[src/verilog/lock_ctrl_pkg.sv]
// Purpose: constants shared by the lock event controller
// Assumes: 250 MHz system clock, one tick enable of 1 ms derived inside the block
// Notes: Operation list below names each behaviour kept by the controller
//
// Operation
// - after reset, put LED and motor drivers into lowest power first
// - advertise once every 500 ms while unconnected
// - sample battery once per hour while waiting for a connection
// - on connect, stop battery monitoring and start the inactivity timer
// - force disconnect after 30 s without connection activity
// - any disconnect restarts periodic battery monitoring
// - invalid lock-state writes are dropped with no effect
// - valid lock-state write is stored and restarts the inactivity timer
// - measure battery and set motor duty for 4 V before each command run
// - lock runs motor reverse 1.8 s, blue LEDs counter-clockwise 2 s
// - unlock runs motor forward 1.8 s, green LEDs clockwise 2 s
// - on timeout, disconnect, resume advertising, raise connection-change event
// - ignore all test buttons while connected; a second press still stops a test run started before connecting
// - button one while unconnected shows a colour sequence
// - button two runs motor forward until pressed again, at most 10 s
// - button three runs motor reverse until pressed again, at most 10 s
// - periodic battery reading below 4 V flashes LEDs red
// - motor driver fault during a run pulses LEDs yellow, no retry
// - stay in standby, wake only to advertise, sample, or handle events
package lock_ctrl_pkg;
  // ---------------------------------------------------------------
  // timing
  // ---------------------------------------------------------------
  localparam int unsigned CLK_HZ = 250_000_000;
  localparam int unsigned TICK_US = 1000;
  localparam int unsigned TICK_CYC = CLK_HZ / 1_000_000 * TICK_US;
  localparam int unsigned ADV_MS = 500;
  localparam int unsigned BATT_MS = 3_600_000;
  localparam int unsigned IDLE_MS = 30_000;
  localparam int unsigned MOTOR_MS = 1800;
  localparam int unsigned ANIM_MS = 2000;
  localparam int unsigned TEST_MS = 10_000;
  localparam int unsigned SHOW_MS = 1000;
  // ---------------------------------------------------------------
  // lock values and analog scaling (battery code is millivolts)
  // ---------------------------------------------------------------
  localparam logic [7:0] VAL_LOCK = 8'h01;
  localparam logic [7:0] VAL_UNLOCK = 8'h00;
  localparam logic [15:0] MOTOR_MV = 16'h0fa0;
  localparam logic [15:0] LOW_BATT_MV = 16'h0fa0;
  localparam int unsigned DUTY_W = 8;
  // ---------------------------------------------------------------
  // LED patterns
  // ---------------------------------------------------------------
  typedef enum logic [2:0] {
    LED_OFF, LED_BLUE_CCW, LED_GREEN_CW, LED_COLOURS, LED_RED_FLASH, LED_YELLOW_PULSE
  } led_pat_t;
  typedef enum logic [1:0] {MOT_COAST, MOT_FWD, MOT_REV} mot_dir_t;
endpackage

[src/verilog/lock_event_ctrl.sv]
// Purpose: event driven controller of a battery powered lock
// Assumes: link layer, ADC and drivers are outside; all inputs synchronous to CLK
// Notes: one event is served at a time; a 1 ms tick drives every long timer
`timescale 1ns/100ps
module lock_event_ctrl #(
  parameter int unsigned TICK_CYC = lock_ctrl_pkg::TICK_CYC,
  parameter int unsigned ADV_MS = lock_ctrl_pkg::ADV_MS,
  parameter int unsigned BATT_MS = lock_ctrl_pkg::BATT_MS,
  parameter int unsigned IDLE_MS = lock_ctrl_pkg::IDLE_MS,
  parameter int unsigned MOTOR_MS = lock_ctrl_pkg::MOTOR_MS,
  parameter int unsigned ANIM_MS = lock_ctrl_pkg::ANIM_MS,
  parameter int unsigned TEST_MS = lock_ctrl_pkg::TEST_MS,
  parameter int unsigned SHOW_MS = lock_ctrl_pkg::SHOW_MS
) (
  // clock and reset
  input wire logic CLK,
  input wire logic RESETN,
  // link
  input wire logic CONNECT,
  input wire logic DISCONNECT,
  input wire logic LINK_ACTIVITY,
  input wire logic WR_VALID,
  input wire logic [7:0] WR_DATA,
  output logic ADV_REQ,
  output logic DROP_LINK,
  output logic CONN_CHANGE,
  output logic CONNECTED,
  output logic [7:0] LOCK_STATE,
  // battery converter
  output logic BATT_REQ,
  input wire logic BATT_DONE,
  input wire logic [15:0] BATT_MV,
  // buttons, one-cycle press pulses
  input wire logic [2:0] BUTTON,
  // drivers
  input wire logic FAULTN,
  output logic DRV_SLEEPN,
  output logic LED_ENABLE,
  output lock_ctrl_pkg::mot_dir_t MOTOR_DIR,
  output logic [7:0] MOTOR_DUTY,
  output lock_ctrl_pkg::led_pat_t LED_PATTERN,
  output logic AWAKE
);
  // refuse timings the counters cannot hold; the animation must outlast the motor run
  if (TICK_CYC < 2 || TICK_CYC > 262144 || ADV_MS < 1 || ADV_MS > 1024 || BATT_MS < 1 || BATT_MS > 4194304
      || IDLE_MS < 1 || IDLE_MS > 32768 || MOTOR_MS < 1 || MOTOR_MS >= ANIM_MS || ANIM_MS > 16384
      || TEST_MS < 1 || TEST_MS > 16384 || SHOW_MS < 1 || SHOW_MS > 16384) begin : g_bad_timing
    $error("lock_event_ctrl: bad timing parameters");
  end
  typedef enum logic [3:0] {
    ST_INIT, ST_IDLE, ST_BATT, ST_CMD_MEAS, ST_CMD_RUN, ST_TEST_RUN, ST_SHOW
  } state_t;
  state_t state_q;
  logic [17:0] tick_cnt_q;
  logic [9:0] adv_cnt_q;
  logic [21:0] batt_cnt_q;
  logic [14:0] idle_cnt_q;
  logic [13:0] run_cnt_q;
  logic [7:0] pend_val_q;
  logic [1:0] test_btn_q;
  logic tick, conn_q, batt_due_q, lock_pend_q, fault_seen_q, low_batt_q, valid_wr, timeout;
  // ---------------------------------------------------------------
  // tick divider
  // ---------------------------------------------------------------
  // one enable per millisecond keeps every long timer narrow
  always_ff @(posedge CLK) begin
    if (!RESETN || tick_cnt_q == 18'(TICK_CYC - 1)) begin
      tick_cnt_q <= '0;
    end else begin
      tick_cnt_q <= tick_cnt_q + 18'h00001;
    end
  end
  assign tick = (tick_cnt_q == 18'(TICK_CYC - 1));

  function automatic logic [7:0] duty_for(input logic [15:0] mv);
    logic [23:0] q;
    q = '0;
    if (mv <= lock_ctrl_pkg::MOTOR_MV) begin
      duty_for = 8'hff;
    end else begin
      q = ({8'h00, lock_ctrl_pkg::MOTOR_MV} * 24'h0000ff) / {8'h00, mv};
      duty_for = q[7:0];
    end
  endfunction

  assign valid_wr = WR_VALID && conn_q &&
    (WR_DATA == lock_ctrl_pkg::VAL_LOCK || WR_DATA == lock_ctrl_pkg::VAL_UNLOCK);
  assign timeout = conn_q && tick && idle_cnt_q == 15'(IDLE_MS - 1);

  // ---------------------------------------------------------------
  // connection and inactivity timer
  // ---------------------------------------------------------------
  // activity or a valid write restart the timer; timeout drops the link
  always_ff @(posedge CLK) begin
    if (!RESETN) begin
      conn_q <= 1'b0;
      idle_cnt_q <= '0;
      DROP_LINK <= 1'b0;
      CONN_CHANGE <= 1'b0;
    end else begin
      DROP_LINK <= 1'b0;
      CONN_CHANGE <= 1'b0;
      if (!conn_q && CONNECT && state_q != ST_INIT) begin
        conn_q <= 1'b1;
        idle_cnt_q <= '0;
        CONN_CHANGE <= 1'b1;
      end else if (conn_q && (DISCONNECT || timeout)) begin
        conn_q <= 1'b0;
        idle_cnt_q <= '0; // a write in the drop cycle still leaves a restarted timer
        DROP_LINK <= timeout;
        CONN_CHANGE <= 1'b1;
      end else if (conn_q && (LINK_ACTIVITY || valid_wr)) begin
        idle_cnt_q <= '0;
      end else if (conn_q && tick) begin
        idle_cnt_q <= idle_cnt_q + 15'h0001;
      end
    end
  end
  // ---------------------------------------------------------------
  // advertising and battery period
  // ---------------------------------------------------------------
  // one advert per period; the count starts over after every disconnect
  always_ff @(posedge CLK) begin
    ADV_REQ <= 1'b0;
    if (!RESETN || conn_q || state_q == ST_INIT) begin
      adv_cnt_q <= '0;
    end else if (tick) begin
      if (adv_cnt_q == 10'(ADV_MS - 1)) begin
        adv_cnt_q <= '0;
        ADV_REQ <= 1'b1;
      end else begin
        adv_cnt_q <= adv_cnt_q + 10'h001;
      end
    end
  end
  // monitor stops while connected and starts over on any disconnect; the period
  // keeps running during a reading so a late answer never shifts the next one
  always_ff @(posedge CLK) begin
    if (!RESETN || conn_q || state_q == ST_INIT) begin
      batt_cnt_q <= '0;
      batt_due_q <= 1'b0;
    end else begin
      if (state_q == ST_BATT && BATT_DONE) begin
        batt_due_q <= 1'b0;
      end
      if (tick && batt_cnt_q == 22'(BATT_MS - 1)) begin
        batt_cnt_q <= '0;
        batt_due_q <= 1'b1; // a new period wins over the clear
      end else if (tick) begin
        batt_cnt_q <= batt_cnt_q + 22'h000001;
      end
    end
  end
  // ---------------------------------------------------------------
  // pending command latch
  // ---------------------------------------------------------------
  // one outstanding command; a later valid write replaces a waiting one
  always_ff @(posedge CLK) begin
    if (!RESETN) begin
      lock_pend_q <= 1'b0;
      pend_val_q <= lock_ctrl_pkg::VAL_UNLOCK;
      LOCK_STATE <= lock_ctrl_pkg::VAL_UNLOCK;
    end else if (valid_wr) begin
      lock_pend_q <= 1'b1; // set wins over the take below
      pend_val_q <= WR_DATA;
      LOCK_STATE <= WR_DATA;
    end else if (state_q == ST_IDLE) begin
      lock_pend_q <= 1'b0;
    end
  end

  // ---------------------------------------------------------------
  // event engine
  // ---------------------------------------------------------------
  // a single sequencer serves one event to completion; priority is command,
  // battery, then buttons, so a waiting command goes ahead of an earlier battery reading
  always_ff @(posedge CLK) begin
    if (!RESETN) begin
      state_q <= ST_INIT;
      run_cnt_q <= '0;
      test_btn_q <= '0;
      fault_seen_q <= 1'b0;
      low_batt_q <= 1'b0;
      DRV_SLEEPN <= 1'b1;
      LED_ENABLE <= 1'b1;
      MOTOR_DIR <= lock_ctrl_pkg::MOT_COAST;
      MOTOR_DUTY <= '0;
      LED_PATTERN <= lock_ctrl_pkg::LED_OFF;
      BATT_REQ <= 1'b0;
    end else begin
      BATT_REQ <= 1'b0;
      if (tick && state_q inside {ST_CMD_RUN, ST_TEST_RUN, ST_SHOW}) begin
        run_cnt_q <= run_cnt_q + 14'h0001;
      end
      unique case (state_q)
        ST_INIT: begin
          DRV_SLEEPN <= 1'b0;
          LED_ENABLE <= 1'b0;
          state_q <= ST_IDLE;
        end
        ST_IDLE: begin
          DRV_SLEEPN <= 1'b0;
          LED_ENABLE <= low_batt_q || fault_seen_q;
          MOTOR_DIR <= lock_ctrl_pkg::MOT_COAST;
          run_cnt_q <= '0;
          if (lock_pend_q) begin
            BATT_REQ <= 1'b1;
            state_q <= ST_CMD_MEAS;
          end else if (batt_due_q) begin
            BATT_REQ <= 1'b1;
            state_q <= ST_BATT;
          end else if (!conn_q && BUTTON[0]) begin
            LED_ENABLE <= 1'b1;
            LED_PATTERN <= lock_ctrl_pkg::LED_COLOURS;
            state_q <= ST_SHOW;
          end else if (!conn_q && (BUTTON[1] || BUTTON[2])) begin
            test_btn_q <= BUTTON[2:1];
            fault_seen_q <= 1'b0;
            DRV_SLEEPN <= 1'b1;
            MOTOR_DUTY <= 8'hff;
            MOTOR_DIR <= BUTTON[1] ? lock_ctrl_pkg::MOT_FWD : lock_ctrl_pkg::MOT_REV;
            state_q <= ST_TEST_RUN;
          end
        end
        ST_BATT: begin
          if (BATT_DONE) begin
            low_batt_q <= BATT_MV < lock_ctrl_pkg::LOW_BATT_MV;
            if (BATT_MV < lock_ctrl_pkg::LOW_BATT_MV) begin
              LED_ENABLE <= 1'b1;
              LED_PATTERN <= lock_ctrl_pkg::LED_RED_FLASH;
            end
            state_q <= ST_IDLE;
          end
        end
        ST_CMD_MEAS: begin
          if (BATT_DONE) begin
            MOTOR_DUTY <= duty_for(BATT_MV);
            DRV_SLEEPN <= 1'b1;
            LED_ENABLE <= 1'b1;
            fault_seen_q <= 1'b0;
            if (pend_val_q == lock_ctrl_pkg::VAL_LOCK) begin
              MOTOR_DIR <= lock_ctrl_pkg::MOT_REV;
              LED_PATTERN <= lock_ctrl_pkg::LED_BLUE_CCW;
            end else begin
              MOTOR_DIR <= lock_ctrl_pkg::MOT_FWD;
              LED_PATTERN <= lock_ctrl_pkg::LED_GREEN_CW;
            end
            state_q <= ST_CMD_RUN;
          end
        end
        ST_CMD_RUN: begin
          if (tick && run_cnt_q == 14'(MOTOR_MS - 1)) begin
            MOTOR_DIR <= lock_ctrl_pkg::MOT_COAST;
          end
          if (!FAULTN && MOTOR_DIR != lock_ctrl_pkg::MOT_COAST) begin
            fault_seen_q <= 1'b1;
            MOTOR_DIR <= lock_ctrl_pkg::MOT_COAST;
            LED_PATTERN <= lock_ctrl_pkg::LED_YELLOW_PULSE;
          end
          if (tick && run_cnt_q == 14'(ANIM_MS - 1)) begin
            if (!fault_seen_q) begin
              LED_PATTERN <= lock_ctrl_pkg::LED_OFF;
            end
            state_q <= ST_IDLE;
          end
        end
        ST_TEST_RUN: begin
          if ((tick && run_cnt_q == 14'(TEST_MS - 1)) || (BUTTON[2:1] & test_btn_q) != 2'b00) begin
            MOTOR_DIR <= lock_ctrl_pkg::MOT_COAST;
            state_q <= ST_IDLE;
          end else if (!FAULTN) begin
            fault_seen_q <= 1'b1;
            LED_ENABLE <= 1'b1;
            LED_PATTERN <= lock_ctrl_pkg::LED_YELLOW_PULSE;
            MOTOR_DIR <= lock_ctrl_pkg::MOT_COAST;
            state_q <= ST_IDLE;
          end
        end
        ST_SHOW: begin
          if (tick && run_cnt_q == 14'(SHOW_MS - 1)) begin
            LED_PATTERN <= lock_ctrl_pkg::LED_OFF;
            state_q <= ST_IDLE;
          end
        end
        default: state_q <= ST_IDLE;
      endcase
    end
  end

  assign CONNECTED = conn_q;
  assign AWAKE = state_q != ST_IDLE || ADV_REQ;
endmodule // lock_event_ctrl
[config.mk]
export PLATFORM = sky130hd
export DESIGN_NAME = lock_event_ctrl
export DESIGN_NICKNAME = d
export VERILOG_FILES = /design/src/verilog/lock_ctrl_pkg.sv /design/src/verilog/lock_event_ctrl.sv
export SDC_FILE = /design/constraint.sdc
export NUM_CORES = 1
export LEC_CHECK = 0
export BUFFER_PORTS_ARGS = -buffer_cell sky130_fd_sc_hd__buf_2
export CORE_MARGIN = 1.5
export CORE_UTILIZATION = 63
export CTS_CLUSTER_DIAMETER = 80
export DETAILED_ROUTE_END_ITERATION = 8
export GPL_TIMING_DRIVEN = 0
export PLACE_DENSITY = 0.81
export SYNTH_ARGS = -nofsm -noshare
export SYNTH_HDL_FRONTEND = slang
export SYNTH_SLANG_ARGS = --single-unit
[constraint.sdc]
create_clock -name CLK -period 73 [get_ports CLK]
set_input_delay 3.65 -clock CLK [delete_from_list [all_inputs] [get_ports CLK]]
set_output_delay 3.65 -clock CLK [all_outputs]
set_load 0.03 [all_outputs]
### Yosys cells after proc, flatten, opt, wreduce, memory -nomap -nowiden

Index checks and enable logic that the tools add are counted.

* logic and storage cells: 207
* output and inout bits: 29
* flip-flop bits (word level): 117
* input port bits: 35

* reductions and logical operators: 60
* order comparisons: 2
* bitwise operators: 7
* div/mod/pow operators: 1
* $add $sub $neg: 5
* equality and inequality tests: 33
* muxes and demuxes: 77

Operator list (count)
* $mux 8: 6
* $mux 4: 10
* $mux 3: 12
* $mux 1: 29
* $eq 14x11->1 const B: 2
* $div 20x16->24 const A: 1
* $mux 2: 12
* $pmux 4 s6: 1
* $add 22x1->22 const B: 1
* $eq 22x22->1 const B: 1
* $add 18x1->18 const B: 1
* $eq 18x18->1 const B: 1
* $logic_and 1x1->1: 18
* $pmux 3 s6: 1
* $reduce_and 6->1: 3
* $eq 8x1->1 const B: 2
* $le 16x12->1 const B: 1
* $lt 16x12->1 const B: 1
* $pmux 8 s2: 1
* $add 15x1->15 const B: 1
* $eq 15x15->1 const B: 1
* $add 14x1->14 const B: 1
* $eq 14x10->1 const B: 1
* $eq 14x14->1 const B: 1
* other kinds (35): 76

### Depth between registers and ports, before layout

Gate-level depths: netlist of run 1.

* word-level depth: 7
* depth in mapped cells: 257

### Worst setup path after synthesis of run 1

No wires, ideal clock.

* path kind: input -> register
* from: in BATT_MV[0]
* to: reg MOTOR_DUTY[0]
* library setup time: 0.132 ns
* path buffers: 30
* data required time: 72.868 ns
* slack: 21.023 ns
* stages: 240
* data arrival time: 51.846 ns
* cells stage by stage: buf_4 -> buf_2 -> inv_1 -> clkbuf_1 -> clkbuf_1 -> ha_1 -> clkbuf_1 -> nor4b_1 -> nand4_1 -> inv_1 -> ha_1 -> a21oi_1 -> nor2_1 -> nand2_1 -> mux2i_1 -> ha_1 -> a21oi_1 -> nand2_1 -> (+204 left out) -> a21o_1 -> a21o_1 -> a21o_1 -> a21oi_1 -> a21boi_1 -> nor4b_4 -> buf_4 -> nand2_1 -> o31ai_1 -> ha_1 -> a21o_1 -> a21o_1 -> a21oi_1 -> nor2_1 -> a211oi_1 -> o211ai_1 -> a2111oi_0 -> a31oi_1

* word-level cells in the longest chain between the ends: 4
* elaborated cells between the ends (all ways): 5
* those cells by class: div: 1; order compare: 1; mux: 3

Ends and longest elaborated chain
* start, declared: line lock_event_ctrl.sv:32 `input wire logic [15:0] BATT_MV,`
* $div 20x16->24 / $le 16x12->1 (equally long branches): line lock_event_ctrl.sv:81, lock_event_ctrl.sv:78
* $mux 8 (*): line lock_event_ctrl.sv:78 `if (mv <= lock_ctrl_pkg::MOTOR_MV) begin`
* $mux 8 (*): line lock_event_ctrl.sv:236 `if (BATT_DONE) begin`
* $pmux 8 s2 (*): line lock_event_ctrl.sv:195 `unique case (state_q)`
* end signal, assigned: line lock_event_ctrl.sv:237 `MOTOR_DUTY <= duty_for(BATT_MV);`
* end, declared: line lock_event_ctrl.sv:40 `output logic [7:0] MOTOR_DUTY,`

Every way passes the cells marked *; elsewhere a longest branch is shown, timed or not. The select of a mux whose other input is x is not followed.
A chain may end at the register's enable or synchronous reset.

### Worst setup path in the final report of run 1

Ends and elaborated chain as after synthesis.

==> qor.csv, run 1 <==
stage,metric,value,unit
yosys,synthArstFlopShare,0,
floorplan,core_area,31800,µm²
worst_setup_path,cp-endpoint,MOTOR_DUTY[0]$_SDFFE_PN0P_,
yosys,synth_area_per_cell,7.24,µm²
global_routing,grt_pass1_wl,102000,µm
worst_setup_path,r2r.worst_path.cells,10,
global_routing,overflow,0,
yosys,synth-edff-count,0,
clock_network,clockBufferDepth,2,
worst_setup_path,r2r_end,LED_PATTERN[1]$_SDFFE_PN0P_,
worst_setup_path,cp-end-kind,flip-flop,
worst_setup_path,cp_data_required_time,73.26,ns
layout,area_growth,7.09,%
place,io_buffers,62,
clock_network,cts_tree,done,
yosys,synthDistinctLibCells,107,
yosys,yosys.area_share.simple,0.271,
global_routing,grt_pass1_vias,20800,
sta,fin_crit_sh,0.912,
sta,period_minus_slack,66.55,ns
sta,setup_viol,0,
yosys,synth_nets,3111,
yosys,synthCells,2830,
worst_setup_path,arrival,66.80,ns
floorplan,die_y,183,µm
route,vias_per_cell,6.66,
yosys,synth_compound_area_frac,0.287,
worst_setup_path,path_class,input pin to flip-flop,
yosys,seq_area_frac_synth,0.113,
route,drtIter0Drc,1939,
layout,fillers,2768,
yosys,synth_warnings,0,
worst_setup_path,start_kind,input pin,
clock_network,path_clk_slew,0.05,ns
sta,fin_skew,0.00908,ns
clock_network,cts_resized,0,
floorplan,num_io_pins,64,
clock_network,cts-buffers-inserted,17,
run_status,status,"complete, no violations",
run,maxCapViolCount,0,
worst_setup_path,critical-path-slowest-cell,a2111oi_2,
worst_setup_path,slowest_delay,1.20,ns
clock_network,cts-root-buf,clkbuf_16,
clock_network,htreeDepth,4,
floorplan,start_util,0.644,
layout,layout_common_cells,"341 x nor2_1, 248 x nand2_1, 246 x ha_1, 191 x a21oi_1, 176 x o21ai_0",
min_path,hold_path.class,flip-flop to flip-flop,
route,drt-pass1-iter-count,6,
route,dr_total_vias,22400,
clock_network,cts_hold_buf,0,
layout,final_nets,3192,
floorplan,die_area,33600,µm²
sta,hold_viol_final,0,
yosys,yosys_most_used_dff,dfxtp_1,
route,routed_wl,62700,µm
yosys,synth_xor_area_frac,0.0906,
yosys,ys_seq_elements,116,
sta,fin_setup_tns,0,ns
yosys,synthAdderAreaFrac,0.150,
sta,worstMarginPinSlew,1.38,ns
yosys,synth_top_family_by_area,compound AO/OA/AOI/OAI gates,
floorplan,rows,65,
place,dpl.hpwl,48900,µm
global_routing,grt_max_degree,23,
worst_setup_path,crit_fanout,13,
route,detail-route-antenna-nets,0,
sta,slew_viol_final,0,
clock_network,cts.sinks,116,
clock_network,clock_latency,0.42,ns
global_routing,antenna_found_initial,0,
worst_setup_path,reg2reg_slack,68.85,ns
sta,grt_setup_unrepaired,false,
floorplan,chipWidth,183,µm
yosys,syn_area,20500,µm²
sta,fmax,15.0,MHz
layout,final_common_cell,nor2_1,
worst_setup_path,cpMostUsedCell,a21oi_1,
layout,drive_above_1_share,0.0865,
layout,diodes,0,
sta,slew_headroom,0.0755,
layout,final_core_utilization,0.690,
worst_setup_path,crit_start,BATT_MV[0],
yosys,synth_mux_area_frac,0.0543,
route,avgRoutedWirePerCell,18.7,µm
global_routing,grt_util_all_layers,0.367,
worst_setup_path,r2r-start,tick_cnt_q[6]$_SDFF_PP0_,
place,place.gp.congestion,0.980,
clock_network,post-cts-setup-buffers,0,
route,drc_errors,0,
## sequential cells by signal (all words and copies together) (netlist names), 2 cells and up
name,cells
run_cnt_q,14
state_q,3
adv_cnt_q,10
test_btn_q,2
batt_cnt_q,22
MOTOR_DIR,2
LED_PATTERN,3
pend_val_q,8
MOTOR_DUTY,8
idle_cnt_q,15
tick_cnt_q,18
## per-layer routing
| metal | up-vias | track usage | share of wire |
|---|---|---|---|
| met5 | - | 0 | 0 |
| met4 | 0 | 0.136 | 0.033 |
| met3 | 159 | 0.0451 | 0.081 |
| met2 | 965 | 0.605 | 0.45 |
| met1 | 10500 | 0.488 | 0.44 |
| li1 | 10800 | - | - |
## synthesized netlist by cell type, types with 8 or more instances
cell type / number / area, µm²
o211ai_1: 35 / 263
or3_1: 40 / 250
and3_1: 51 / 319
o21ai_1: 9 / 45.0
a221oi_1: 8 / 70.1
and2_1: 18 / 113
nand4_1: 50 / 313
a31oi_1: 29 / 181
o21ai_0: 176 / 881
nor4_1: 23 / 144
or4_1: 9 / 67.6
nand2b_1: 38 / 238
a21o_1: 70 / 526
a211o_1: 10 / 87.6
a21oi_1: 191 / 956
a21boi_0: 27 / 203
nand3b_1: 13 / 97.6
o21a_1: 69 / 518
dfxtp_1: 116 / 2320
nor3_1: 87 / 435
a211oi_1: 26 / 195
nand3_1: 91 / 455
mux2_2: 69 / 777
xor2_1: 93 / 815
inv_1: 98 / 368
a22oi_1: 9 / 67.6
o31a_1: 13 / 114
or2_2: 18 / 113
buf_2: 8 / 40.0
xnor2_1: 119 / 1040
nand2_1: 248 / 931
nor3b_1: 11 / 82.6
o31ai_1: 32 / 240
o2111ai_1: 12 / 105
clkbuf_1: 56 / 210
ha_1: 246 / 3080
o21bai_1: 21 / 158
nor2_1: 341 / 1280
mux2i_1: 29 / 290
nor2b_1: 31 / 194
## worst min path at each step
| stage | startpoint | to | slack, ns | cells past startpoint |
|---|---|---|---|---|
| 3_5_place_dp | tick_cnt_q[0]$_SDFF_PP0_ | tick_cnt_q[0]$_SDFF_PP0_ | 0.44 | 1 |
| 3_3_place_gp | tick_cnt_q[0]$_SDFF_PP0_ | tick_cnt_q[0]$_SDFF_PP0_ | 0.42 | 1 |
| 5_1_grt | tick_cnt_q[0]$_SDFF_PP0_ | tick_cnt_q[0]$_SDFF_PP0_ | 0.47 | 1 |
| 2_1_floorplan | tick_cnt_q[0]$_SDFF_PP0_ | tick_cnt_q[0]$_SDFF_PP0_ | 0.41 | 1 |
| 4_1_cts | tick_cnt_q[0]$_SDFF_PP0_ | tick_cnt_q[0]$_SDFF_PP0_ | 0.45 | 1 |
| 6_report | tick_cnt_q[0]$_SDFF_PP0_ | tick_cnt_q[0]$_SDFF_PP0_ | 0.45 | 1 |
## critical path: cells and delay by family
kind                       cells  cell delay, ns
adders and majority gates     23            7.89
AOI/OAI and AO/OA            115           28.54
buffers and inverters         32           10.88
and+or+nand+nor               64           13.38
muxes                          6            2.32
## logic make-up (layout without fill, tap and decap cells)
family                   Yosys count  count (layout)
multiplexers                     102             102
flip-flops                       116             116
XOR/XNOR                         212             212
AO/OA/AOI/OAI                    863             863
adder cells (fa/ha/maj)          246             246
AND/OR/NAND/NOR                 1118            1118
buffers and inverters            173             267
## layout make-up
cell class / count / area, µm² / area share
Multi-Input combinational cell: 2541 / 17500 / 0.797
Sequential cell: 116 / 2320 / 0.106
Tap cell: 435 / 544 / 0.0248
Clock buffer: 23 / 498 / 0.0227
Inverter: 100 / 378 / 0.0172
Timing Repair Buffer: 62 / 310 / 0.0141
Buffer: 73 / 303 / 0.0138
Clock inverter: 9 / 93.8 / 0.00428
## through the flow
stage          hold slack, ns  instance area, µm²  setup slack (ns)  std cells
3_3_place_gp            0.424               21300              8.87       3327
4_1_cts                 0.445               21900              8.53       3359
6_report                0.453               21900              6.45       3359
2_1_floorplan           0.413               20500             21.02       2830
5_1_grt                 0.475               21900              2.15       3359
3_5_place_dp            0.436               21300              8.35       3327
Power of run 1 is left out: the tool's default activity adds up to more than one toggle a clock period on the data nets, which glitch-free logic cannot reach.
==> run 2, diff against run 1 <==
--- a/config.mk
+++ b/config.mk
@@ -12,6 +12,7 @@
 export DETAILED_ROUTE_END_ITERATION = 8
 export GPL_TIMING_DRIVEN = 0
 export PLACE_DENSITY = 0.81
+export RECOVER_POWER = 25
 export SYNTH_ARGS = -nofsm -noshare
 export SYNTH_HDL_FRONTEND = slang
 export SYNTH_SLANG_ARGS = --single-unit
==> run 2 against run 1 <==
  * First-iteration DRC count is the same
  * Routed wire length barely moved
  * Critical path type unchanged
  * Non-clock buffer count unchanged
  * Worst hold slack about the same
  * Flip-flop and latch count is the same
  * Largest cell class unchanged
  * Critical path depth is the same
  * Final area about the same
  * Count of clock-buffer cells in the layout is the same
  * Register-to-register slack about the same
  * Highest routed layer unchanged
==> qor.csv, run 2 (synthesis gave the netlist of run 1 again) <==
stage,metric,value,unit
sta,slew_viol_final,0,
clock_network,path_clk_slew,0.05,ns
floorplan,start_util,0.644,
sta,setup_viol,0,
floorplan,die_y,183,µm
clock_network,cts_hold_buf,0,
layout,fillers,2771,
sta,grt_setup_unrepaired,false,
layout,multi_input_area,17500,µm²
clock_network,cts_resized,0,
global_routing,grt_pass1_wl,102000,µm
worst_setup_path,crit_fanout,13,
place,place.gp.congestion,0.980,
layout,diodes,0,
route,avgRoutedWirePerCell,18.7,µm
route,routed_wl,62700,µm
sta,fin_skew,0.0106,ns
clock_network,clock_latency,0.42,ns
run_status,status,"complete, no violations",
clock_network,cts_tree,done,
worst_setup_path,cp-end-kind,flip-flop,
place,io_buffers,62,
layout,largest_register_ffs,22,
route,detail-route-antenna-nets,0,
worst_setup_path,path_class,input pin to flip-flop,
run,maxCapViolCount,0,
clock_network,post-cts-setup-buffers,0,
route,drc_errors,0,
floorplan,rows,65,
sta,slew_headroom,0.0755,
worst_setup_path,critical-path-slowest-cell,a2111oi_2,
sta,fin_crit_sh,0.911,
place,dpl.hpwl,48900,µm
sta,period_minus_slack,66.54,ns
layout,final_common_cell,nor2_1,
clock_network,clockBufferDepth,2,
sta,hold_viol_final,0,
route,drtIter0Drc,1939,
worst_setup_path,cpMostUsedCell,a21oi_1,
route,vias_per_cell,6.66,
layout,reg.largest.list,"batt_cnt_q: 22 flops, tick_cnt_q: 18 flops, idle_cnt_q: 15 flops",
worst_setup_path,arrival,66.80,ns
floorplan,num_io_pins,64,
clock_network,cts.sinks,116,
worst_setup_path,slowest_delay,1.20,ns
floorplan,core_area,31800,µm²
route,dr_total_vias,22400,
sta,fmax,15.0,MHz
global_routing,grt_util_all_layers,0.367,
layout,final_nets,3192,
global_routing,grt_pass1_vias,20800,
worst_setup_path,cp_data_required_time,73.26,ns
layout,largest-register,batt_cnt_q,
floorplan,die_area,33600,µm²
clock_network,cts-root-buf,clkbuf_16,
worst_setup_path,start_kind,input pin,
global_routing,grt_max_degree,23,
clock_network,cts-buffers-inserted,17,
sta,fin_setup_tns,0,ns
global_routing,antenna_found_initial,0,
layout,seq_area,2320,µm²
floorplan,chipWidth,183,µm
layout,area_growth,7.07,%
min_path,hold_path.class,flip-flop to flip-flop,
global_routing,overflow,0,
clock_network,htreeDepth,4,
sta,worstMarginPinSlew,1.38,ns
route,drt-pass1-iter-count,6,
layout,layout_common_cells,"341 x nor2_1, 248 x nand2_1, 246 x ha_1, 191 x a21oi_1, 176 x o21ai_0",
layout,drive_above_1_share,0.0855,
-- run 2: cell count changes in the layout (fill, tap and decap cells not counted), sizes merged --
cell | previous run | this run
buf | 79 | 76
clkbuf | 79 | 82
-- run 2: final cells by class --
type                       instances  area share
clock inverter                     9     0.00428
multi-input combinational       2541       0.797
clock buffer                      23      0.0227
sequential                       116       0.106
buffer                            73      0.0138
inverter                         100      0.0172
tap                              435      0.0248
timing repair buffer              62      0.0140
-- run 2: stage by stage --
| step | utilization | hold WS, ns | worst slack, ns | cell area, µm² | instances |
|---|---|---|---|---|---|
| 2_1_floorplan | - | 0.413 | 21.02 | 20500 | 2830 |
| 6_report | 0.690 | 0.453 | 6.46 | 21900 | 3359 |
| 3_3_place_gp | 0.671 | 0.424 | 8.87 | 21300 | 3327 |
| 4_1_cts | 0.690 | 0.445 | 8.53 | 21900 | 3359 |
| 5_1_grt | 0.690 | 0.475 | 2.15 | 21900 | 3359 |
| 3_5_place_dp | 0.671 | 0.436 | 8.35 | 21300 | 3327 |
-- run 2: worst max-delay path, delay by kind of cell --
family / cells / cell delay, ns
AO/OA/AOI/OAI: 115 / 28.53
adder cells (fa/ha/maj): 23 / 7.89
buffers and inverters: 32 / 10.89
multiplexers: 6 / 2.32
AND/OR/NAND/NOR: 64 / 13.39
-- run 2: metal layers --
| layer | vias up | wire, µm | part of all wire | GRT usage |
|---|---|---|---|---|
| met4 | 0 | 2120 | 0.034 | 0.136 |
| li1 | 10800 | - | - | - |
| met3 | 167 | 5080 | 0.081 | 0.0451 |
| met1 | 10500 | 27500 | 0.44 | 0.488 |
| met2 | 968 | 28000 | 0.45 | 0.605 |
| met5 | - | 0 | 0 | 0 |
-- run 2: final timing paths --
path,to,startpoint,cells after the start,slack [ns]
setup reg to reg,LED_PATTERN[1]$_SDFFE_PN0P_,tick_cnt_q[6]$_SDFF_PP0_,10,68.86
hold reg to reg,tick_cnt_q[0]$_SDFF_PP0_,tick_cnt_q[0]$_SDFF_PP0_,1,0.45
hold / removal,tick_cnt_q[0]$_SDFF_PP0_,tick_cnt_q[0]$_SDFF_PP0_,1,0.45
setup / recovery,MOTOR_DUTY[0]$_SDFFE_PN0P_,BATT_MV[0],240,6.46
Power of run 2 is left out for the same reason.
